## config.mk

```make
export PLATFORM = sky130hd
export DESIGN_NAME = sfid_core
export DESIGN_NICKNAME = d
export VERILOG_FILES = /design/src/hw/sfid_core.v
export VERILOG_INCLUDE_DIRS = /design/src /design/src/hw
export SDC_FILE = /design/constraint.sdc
export NUM_CORES = 1
export LEC_CHECK = 0
export ABC_AREA = 1
export BUFFER_PORTS_ARGS = -buffer_cell sky130_fd_sc_hd__buf_2
export CAP_MARGIN = 10
export CORE_AREA = 5 5 114 116
export CTS_BUF_LIST = sky130_fd_sc_hd__clkbuf_8
export DETAILED_ROUTE_END_ITERATION = 6
export DIE_AREA = 0 0 119 121
export HOLD_SLACK_MARGIN = 0.05
export PLACE_DENSITY = 0.92
export SYNTH_ARGS = -nofsm -noshare
export SYNTH_HDL_FRONTEND = slang
export SYNTH_SLANG_ARGS = --single-unit
```

## constraint.sdc

```tcl
create_clock -name clk_in -period 2.1 [get_ports clk_in]
set_clock_uncertainty 0.2 [all_clocks]
set_input_delay 0.42 -clock clk_in [delete_from_list [all_inputs] [get_ports clk_in]]
set_output_delay 0.42 -clock clk_in [all_outputs]
set_load 0.005 [all_outputs]
```

## src/hw/sfid_defs.vh

```
// Constants of the flash identification, power-down release and secure-sector logic.
// Assumes inclusion by bare name from the design file of the same block.
`ifndef SFID_DEFS_VH
`define SFID_DEFS_VH
`define SFID_OP_RELEASE_ID    8'hAB
`define SFID_OP_MFR_DEV_ID    8'h90
`define SFID_OP_THREE_BYTE_ID 8'h9F
`define SFID_OP_ENTER_SECURE  8'h3A
`define SFID_OP_WRITE_DISABLE 8'h04
`define SFID_OP_SECTOR_ERASE  8'h20
`define SFID_OP_DEEP_SLEEP    8'hB9
`define SFID_OP_STATUS_WRITE  8'h01
`define SFID_OP_PAGE_PROGRAM  8'h02
`define SFID_OP_BLOCK_ERASE   8'hD8
`define SFID_OP_CHIP_ERASE_A  8'hC7
`define SFID_OP_CHIP_ERASE_B  8'h60
`define SFID_ADDR_DEV_FIRST   24'h000001
`define SFID_SECURE_SECTOR    8'hFF
`define SFID_SECURE_BASE      24'h0FF000
`define SFID_SECURE_LAST      24'h0FF0FF
`define SFID_DUMMY_BYTES      3
`define SFID_STATUS_RESET     8'h00
`define SFID_ARRAY_ERASED     8'hFF
`define SFID_BP_CLEAR         3'h0
`define SFID_CLK_MHZ          100
`define SFID_RES1_MAX_NS      3000
`define SFID_RES2_MAX_NS      1800
`define SFID_PUW_MIN_US       1000
`define SFID_RES1_CYCLES      ((`SFID_RES1_MAX_NS * `SFID_CLK_MHZ) / 1000)
`define SFID_RES2_CYCLES      ((`SFID_RES2_MAX_NS * `SFID_CLK_MHZ) / 1000)
`define SFID_PUW_CYCLES       (`SFID_PUW_MIN_US * `SFID_CLK_MHZ)
`endif

```

## src/hw/sfid_core.v

```verilog
// Identification, deep power-down release, secure-sector mode and power-up write inhibit
// of a serial flash. Assumes an SPI host on select, clock and data pins (mode 0 or 3),
// with the serial clock much slower than clk_in, and an array core that reports busy.
`include "sfid_defs.vh"
module sfid_core #(
   parameter [7:0]  MFR_ID       = 8'h5A,   // Arbitrary value.
   parameter [7:0]  DEV_ID       = 8'h13,   // Arbitrary value.
   parameter [7:0]  MEM_TYPE     = 8'h31,   // Arbitrary value.
   parameter [7:0]  CAPACITY     = 8'h14,   // Arbitrary value.
   parameter [31:0] PUW_CYCLES   = `SFID_PUW_CYCLES,
   parameter [15:0] RES1_CYCLES  = `SFID_RES1_CYCLES,
   parameter [15:0] RES2_CYCLES  = `SFID_RES2_CYCLES
) (
   input  wire        clk_in,
   input  wire        srst_in,
   input  wire        sel_n_in,
   input  wire        sclk_in,
   input  wire        sdi_in,
   input  wire        array_busy_in,
   input  wire [2:0]  block_protection_field_in,
   input  wire        protect_select_bit_in,
   output reg         sdo_out,
   output reg         sdo_oe_n_out,
   output reg         deep_sleep_out,
   output reg         ready_out,
   output reg         secure_mode_out,
   output reg         secure_lock_out,
   output reg         secure_map_out,
   output reg         array_write_ok_out,
   output reg         secure_write_ok_out,
   output reg         lock_program_out,
   output reg         status_write_req_out,
   output reg         deep_sleep_instr_out,
   output reg [7:0]   opcode_out,
   output reg [7:0]   status_view_out
);
   localparam [2:0] ST_OPCODE = 3'h0;
   localparam [2:0] ST_ADDR   = 3'h1;
   localparam [2:0] ST_OUT    = 3'h2;
   localparam [2:0] ST_IGNORE = 3'h3;
   localparam [2:0] ST_DONE   = 3'h4;

   reg  [2:0]  sel_sync_r;
   reg  [2:0]  sclk_sync_r;
   reg  [1:0]  sdi_sync_r;
   reg  [2:0]  state_r;
   reg  [7:0]  op_r;
   reg  [23:0] addr_r;
   reg  [5:0]  bit_cnt_r;
   reg  [23:0] out_sh_r;
   reg  [4:0]  out_cnt_r;
   reg         sleep_r;
   reg         release_pend_r;
   reg  [15:0] wait_cnt_r;
   reg  [31:0] puw_cnt_r;
   reg         wr_ok_r;
   wire        sel_low;
   wire        sel_rise;
   wire        sclk_rise;
   wire        sclk_fall;
   wire        sdi_s;
   wire [7:0]  op_nxt;
   wire        write_block;

   // Only the second and third stages feed logic, the first is a pure synchroniser.
   assign sel_low   = ~sel_sync_r[1];
   assign sel_rise  = sel_sync_r[1] & ~sel_sync_r[2];
   assign sclk_rise = sclk_sync_r[1] & ~sclk_sync_r[2];
   assign sclk_fall = ~sclk_sync_r[1] & sclk_sync_r[2];
   assign sdi_s     = sdi_sync_r[1];
   assign op_nxt    = {op_r[6:0], sdi_s};
   assign write_block = ~wr_ok_r | sleep_r;

   // Ident payload, left justified; the length says how many bits before it repeats.
   function [28:0] ident_load;
      input [7:0]  op;
      input [23:0] addr;
      begin
         if (op == `SFID_OP_THREE_BYTE_ID) begin
            ident_load = {5'd24, MFR_ID, MEM_TYPE, CAPACITY};
         end else if (op == `SFID_OP_MFR_DEV_ID && addr == `SFID_ADDR_DEV_FIRST) begin
            ident_load = {5'd16, DEV_ID, MFR_ID, 8'h00};
         end else if (op == `SFID_OP_MFR_DEV_ID) begin
            ident_load = {5'd16, MFR_ID, DEV_ID, 8'h00};
         end else begin
            ident_load = {5'd8, DEV_ID, 16'h0000};
         end
      end
   endfunction

   always @(posedge clk_in) begin
      if (srst_in) begin
         sel_sync_r  <= 3'h7;
         sclk_sync_r <= 3'h0;
         sdi_sync_r  <= 2'h0;
      end else begin
         sel_sync_r  <= {sel_sync_r[1:0], sel_n_in};
         sclk_sync_r <= {sclk_sync_r[1:0], sclk_in};
         sdi_sync_r  <= {sdi_sync_r[0], sdi_in};
      end
   end

   // Power-up write inhibit; the minimum is used so writes are never early.
   always @(posedge clk_in) begin
      if (srst_in) begin
         puw_cnt_r <= 32'h0000_0000;
         wr_ok_r   <= 1'b0;
      end else if (puw_cnt_r >= PUW_CYCLES - 32'h1) begin
         wr_ok_r   <= 1'b1;
      end else begin
         puw_cnt_r <= puw_cnt_r + 32'h1;
      end
   end

   always @(posedge clk_in) begin
      if (srst_in) begin
         state_r              <= ST_OPCODE;
         op_r                 <= 8'h00;
         addr_r               <= 24'h000000;
         bit_cnt_r            <= 6'h00;
         out_sh_r             <= 24'h000000;
         out_cnt_r            <= 5'h00;
         sleep_r              <= 1'b0;
         release_pend_r       <= 1'b0;
         wait_cnt_r           <= 16'h0000;
         sdo_out              <= 1'b0;
         sdo_oe_n_out         <= 1'b1;
         secure_mode_out      <= 1'b0;
         lock_program_out     <= 1'b0;
         status_write_req_out <= 1'b0;
         deep_sleep_instr_out <= 1'b0;
         opcode_out           <= 8'h00;
      end else begin
         lock_program_out     <= 1'b0;
         status_write_req_out <= 1'b0;
         deep_sleep_instr_out <= 1'b0;
         // Selects are ignored until the wait runs out, so a host that comes back early
         // cannot cut the release delay short.
         if (release_pend_r) begin
            if (wait_cnt_r <= 16'h0001) begin
               release_pend_r <= 1'b0;
               sleep_r        <= 1'b0;
            end else begin
               wait_cnt_r <= wait_cnt_r - 16'h0001;
            end
         end
         if (!sel_low) begin
            sdo_oe_n_out <= 1'b1;
         end
         if (sel_rise) begin
            // Single-opcode instructions take effect only when select rises on a whole byte;
            // a status write needs exactly one data byte, which it then discards.
            if (state_r == ST_OPCODE && bit_cnt_r == 6'd16) begin
               opcode_out <= op_r;
               if (!sleep_r && op_r == `SFID_OP_STATUS_WRITE && !write_block) begin
                  if (secure_mode_out) begin
                     lock_program_out <= 1'b1;
                  end else begin
                     status_write_req_out <= 1'b1;
                  end
               end
            end else if (state_r == ST_OPCODE && bit_cnt_r == 6'd8) begin
               opcode_out <= op_r;
               if (op_r == `SFID_OP_RELEASE_ID && sleep_r && !array_busy_in) begin
                  release_pend_r <= 1'b1;
                  wait_cnt_r     <= RES1_CYCLES;
               end else if (!sleep_r && op_r == `SFID_OP_DEEP_SLEEP && !array_busy_in) begin
                  sleep_r              <= 1'b1;
                  deep_sleep_instr_out <= 1'b1;
               end else if (!sleep_r && op_r == `SFID_OP_ENTER_SECURE) begin
                  secure_mode_out <= 1'b1;
               end else if (!sleep_r && op_r == `SFID_OP_WRITE_DISABLE) begin
                  secure_mode_out <= 1'b0;
               end
            end else if (state_r == ST_OUT && op_r == `SFID_OP_RELEASE_ID && sleep_r) begin
               release_pend_r <= 1'b1;
               wait_cnt_r     <= RES2_CYCLES;
            end
            state_r   <= ST_OPCODE;
            bit_cnt_r <= 6'h00;
         end else if (sel_low && release_pend_r) begin
            state_r <= ST_IGNORE;
         end else if (sel_low && sclk_rise) begin
            case (state_r)
               ST_OPCODE: begin
                  // The opcode freezes after eight bits; decode at select rise and the
                  // repeating identifier both read it long after the opcode byte.
                  if (bit_cnt_r < 6'd8) begin
                     op_r      <= op_nxt;
                     bit_cnt_r <= bit_cnt_r + 6'h01;
                  end
                  if (bit_cnt_r == 6'd7) begin
                     addr_r    <= 24'h000000;
                     bit_cnt_r <= 6'd8;
                     if (sleep_r && op_nxt != `SFID_OP_RELEASE_ID) begin
                        state_r <= ST_IGNORE;
                     end else if (array_busy_in && (op_nxt == `SFID_OP_RELEASE_ID
                              || op_nxt == `SFID_OP_THREE_BYTE_ID)) begin
                        state_r <= ST_IGNORE;
                     end else if (op_nxt == `SFID_OP_THREE_BYTE_ID) begin
                        state_r <= ST_DONE;
                        {out_cnt_r, out_sh_r} <= ident_load(op_nxt, 24'h000000);
                     end else if (op_nxt == `SFID_OP_RELEASE_ID
                              || op_nxt == `SFID_OP_MFR_DEV_ID) begin
                        state_r <= ST_OPCODE;
                     end
                  end else if (bit_cnt_r >= 6'd8) begin
                     // A ninth bit starts the dummy or address bytes.
                     if (op_r == `SFID_OP_RELEASE_ID || op_r == `SFID_OP_MFR_DEV_ID) begin
                        state_r   <= ST_ADDR;
                        addr_r    <= {23'h000000, sdi_s};
                        bit_cnt_r <= 6'd1;
                     end else if (op_r == `SFID_OP_STATUS_WRITE && bit_cnt_r < 6'd16) begin
                        bit_cnt_r <= bit_cnt_r + 6'h01;
                     end else begin
                        state_r <= ST_IGNORE;
                     end
                  end
               end
               ST_ADDR: begin
                  addr_r    <= {addr_r[22:0], sdi_s};
                  bit_cnt_r <= bit_cnt_r + 6'h01;
                  if (bit_cnt_r == 6'd8 * `SFID_DUMMY_BYTES - 6'd1) begin
                     state_r <= ST_DONE;
                     {out_cnt_r, out_sh_r} <= ident_load(op_r, {addr_r[22:0], sdi_s});
                  end
               end
               ST_DONE: begin
                  state_r <= ST_OUT;
               end
               default: begin
                  state_r <= state_r;
               end
            endcase
         end else if (sel_low && sclk_fall && (state_r == ST_DONE || state_r == ST_OUT)) begin
            // Output changes on falling edges and wraps to repeat the identifier.
            state_r      <= ST_OUT;
            sdo_oe_n_out <= 1'b0;
            sdo_out      <= out_sh_r[23];
            if (out_cnt_r == 5'd1) begin
               {out_cnt_r, out_sh_r} <= ident_load(op_r, addr_r);
            end else begin
               out_sh_r  <= {out_sh_r[22:0], 1'b0};
               out_cnt_r <= out_cnt_r - 5'd1;
            end
         end
      end
   end

   // Write permissions seen by the array engine; lock is the protect-select bit while in secure mode.
   // The status view is a registered copy of the external status bits, taken every clock,
   // so it lags the register that the array engine holds by one clock.
   always @(posedge clk_in) begin
      if (srst_in) begin
         deep_sleep_out      <= 1'b0;
         ready_out           <= 1'b0;
         secure_lock_out     <= 1'b0;
         secure_map_out      <= 1'b0;
         array_write_ok_out  <= 1'b0;
         secure_write_ok_out <= 1'b0;
         status_view_out     <= `SFID_STATUS_RESET;
      end else begin
         deep_sleep_out      <= sleep_r;
         ready_out           <= ~sleep_r & ~release_pend_r;
         secure_lock_out     <= secure_mode_out & protect_select_bit_in;
         secure_map_out      <= secure_mode_out;
         array_write_ok_out  <= ~write_block
                                & ~(secure_mode_out & protect_select_bit_in);
         secure_write_ok_out <= ~write_block & secure_mode_out & ~protect_select_bit_in
                                & (block_protection_field_in == `SFID_BP_CLEAR);
         status_view_out     <= {protect_select_bit_in, 2'h0,
                                 block_protection_field_in, 2'h0};
      end
   end
endmodule

```

==> results.md <==
- The number of enable-type register cells in the synthesized netlist is 0.
- The synthesized netlist occupies a cell area of 0.007340 mm^2.
- The die is around 120 um wide.
- Among all flip-flop cells after synthesis, the most frequent one is sky130_fd_sc_hd__dfxtp_1.
- Across the VDD grid, the largest voltage drop is 0.7895 mV.
- The per-cell via count in the routed design is 5.519.
- The count of endpoints failing setup in the final report is 0.
- The buffer depth of the longest clock path is 2.
- The via count is between 6000 and 7000.
- The count of distinct cell types in the synthesized netlist is 47.
- The required time reported for the critical path endpoint is 2230 ps.
- Port buffering added 33 buffers.
- Setup repair after global routing could not meet its margin everywhere.
- Wires add up to approximately 17000 um.
- The number of filler instances in the final layout is 901.
- Derived from the worst setup path, the maximum achievable clock frequency is 491.2 MHz.
- The clock-pin slew of the registers on the worst-case setup and hold paths is roughly 80 ps.
- The multi-input combinational cells in the finished layout cover a total of 0.003715 mm^2.
- In this run the clock root is driven by a sky130_fd_sc_hd__clkbuf_8.
- The residual overflow from global routing is 0.
- The number of global-route vias before repair is around 6300.
- The instance count of the mapped netlist is 1024.
- The clock drives ~150 sinks.
- Synthesis inferred about 150 register bits.
- For this configuration, the core starts out at a cell density of 62.14%.
- The number of hold-slack violations in the final timing report came to 0.
- The area inside the core boundary is 0.01181 mm^2.
- Compared with the post-synthesis result, the final layout area differs by 14.20%.
- The classification of the worst setup path is reg -> reg.
- The sequential cell area is 0.003027 mm^2.
- The number of nets with antenna violations after routing is 0.
- The clock period minus final worst setup slack is a little over 2000 ps.
- In the final layout, the share of cells above drive strength 1 is about 18%.
- The count of max-cap constraint violations is 0.
- The count of unresolved DRC violations after routing is 0.
- The total power per unit cell area is between 600 and 700 mW/mm^2.
- For this block, the initial DRC count from the detailed router was 583.
- The most common cell in the synthesized netlist is sky130_fd_sc_hd__nand2_1.
- The worst path meets setup with between 60 and 70 ps of slack.
- Before antenna repair, the detailed router went through 7 iterations.
- The number of antenna violations at the first check in global routing is 0.
- The number of nets in the finished design is between 1000 and 1500.
- Entering global routing, the biggest net connects 48 pins.
- Global routing used 22.79% of the available tracks across all layers.
- The number of top-level design ports is 38.
- The run finished with clean final reports.
- The number of max-slew violations in the final report is 0.
- After synthesis, the cell types taking the most area are sky130_fd_sc_hd__dfxtp_1, sky130_fd_sc_hd__nand2_1, sky130_fd_sc_hd__nor2_1, sky130_fd_sc_hd__a21oi_1, sky130_fd_sc_hd__inv_1.
- STA classifies the critical path endpoint as a register.
- The die height is 121 um.
- The floorplan step defined a die boundary enclosing 0.01440 mm^2.
- The worst setup path is launched from a register.
- The repair_antennas step left the layout with diodes totalling 0.
- The per-cell routed wire length is 13.40 um.
- The type of the most critical hold path is in -> reg.
- The total half-perimeter wirelength after legalization and detailed placement is around 11000 um.
- The worst slack at placement is -71.22 ps.
- A synthesized cell averages 7.168 um^2.
- In this run the static leakage power is ~3.6 nW.
- The completed layout was analyzed and its total power is around 5.4 mW.
- The data arrival time of the worst path is 2170 ps.
- The number of CTS-inserted buffers is 17.
- The share of flip-flops with an asynchronous set or reset is 0%.
- The register area share after synthesis is 41.19%.
- After synthesis, the most frequently instantiated cells are sky130_fd_sc_hd__nand2_1, sky130_fd_sc_hd__dfxtp_1, sky130_fd_sc_hd__nor2_1.
- Of all nets on the critical path, the largest fanout is 6.
- The clock reaches the later pin of the worst-skew pair after around 450 ps.
- The clock tree from TritonCTS is built.
- The number of core rows is 40.
- The final critical path takes up between 90% and 100% of the cycle.
- The global-route wire length before repair is 27450 um.
- The placer congestion estimate is 0.9655.
- The Yosys step of the flow raised 0 warnings.
- The number of H-tree branching levels is 4.
- The dominant cell type by area after synthesis is sky130_fd_sc_hd__dfxtp_1.
- The top cell type's share of synthesized area is 41.19%.
[cell families (layout without fill, tap and decap cells)]
| logic type | Yosys count | count (layout) | share of synthesized area, % |
|---|---|---|---|
| xor+xnor | 23 | 23 | 2.745 |
| simple gates | 503 | 504 | 30.91 |
| compound gates | 179 | 179 | 14.29 |
| fa+ha+maj | 7 | 7 | 1.193 |
| other cells | 1 | 4 | 0.05109 |
| buf+inv | 160 | 229 | 9.632 |
| flops | 151 | 151 | 41.19 |
[report_power, final]
| part | switching [mW] | leakage [nW] | total, mW | internal (mW) |
|---|---|---|---|---|
| Clock | 1.07 | 0.214 | 2.33 | 1.27 |
| Sequential | 0.0167 | 1.22 | 2.90 | 2.88 |
| Combinational | 0.120 | 2.12 | 0.187 | 0.0670 |
[worst paths after layout]
check	from	endpoint	slack (ps)	cells past startpoint
worst max-delay path	bit_cnt_r[1]	out_sh_r[22]	60	11
worst min-delay path	srst_in	puw_cnt_r[17]	130	2
worst max register to register	bit_cnt_r[1]	out_sh_r[22]	60	11
worst min register to register	sclk_sync_r[0]	sclk_sync_r[1]	200	2
[what timing repair did]
action,in CTS,in global routing
endpoints found under the hold margin,10,0
gates resized for setup,1,31
pin swaps,0,8
setup buffers,0,7
cloned,0,2
hold buffers,7,0
endpoints found under the setup margin,14,67
[metrics by stage]
step	TNS, ps	hold WS, ps	util [%]	cells	cell area [um^2]
finish	0	125.8	70.96	1244	8382
global route	-90.74	110.6	70.96	1244	8382
CTS	0	92.43	69.36	1235	8193
detailed placement	-289.0	191.6	65.13	1196	7692
global placement	0	192.6	65.13	1196	7692
floorplan	0	188.3	-	1027	7351
[per-layer routing]
layer  vias to the layer above  global-route usage (%)  share of wire, %
met5                         -                       0                 0
met3                        48                   5.455               4.7
li1                       3450                       -                 -
met1                      3173                   27.42                44
met2                       195                   38.61                49
met4                         0                   10.35               2.8
[final cells by class]
cell class / count / share of cell area [%]
inverter: 121 / 5.672
sequential: 151 / 36.11
tap: 147 / 2.194
timing repair buffer: 75 / 6.508
multi-input combinational: 717 / 44.32
timing repair inverter: 1 / 0.1045
clock buffer: 20 / 3.284
clock inverter: 12 / 1.806
[worst max-delay path: stages (launching register included)]
cell and delay [ps]:
sky130_fd_sc_hd__dfxtp_2 370, sky130_fd_sc_hd__ha_4 140, sky130_fd_sc_hd__nand2_2 80, sky130_fd_sc_hd__nor2_4 160, sky130_fd_sc_hd__nand2_2 90, sky130_fd_sc_hd__a21oi_2 160, sky130_fd_sc_hd__nand2_1 100, sky130_fd_sc_hd__nand2_2 130
sky130_fd_sc_hd__nand2_8 100, sky130_fd_sc_hd__buf_4 180, sky130_fd_sc_hd__a21oi_1 130, sky130_fd_sc_hd__a21oi_1 80
[state kept, by name, summed over array words and instances (netlist names), 2 cells and up]
name	flops
puw_cnt_r	32
addr_r	24
out_sh_r	22
wait_cnt_r	16
op_r	8
opcode_out	8
bit_cnt_r	6
out_cnt_r	5
status_view_out	4
sclk_sync_r	3
sel_sync_r	3
state_r	3
sdi_sync_r	2
[cells in the final DEF, fill, tap and decap left out, drive strengths merged, types with 4 or more instances in the layout]
cell type	n
xor2	20
nor3	29
nand4	18
clkbuf	20
a211oi	9
nand2	203
or2	7
dlygate4sd3	7
conb	4
clkinv	6
ha	7
a21oi	101
nor2	152
nor4	5
nand3	88
buf	68
a31oi	5
o21ai	57
inv	122
dfxtp	151
Power figures use the tool's default switching activity.
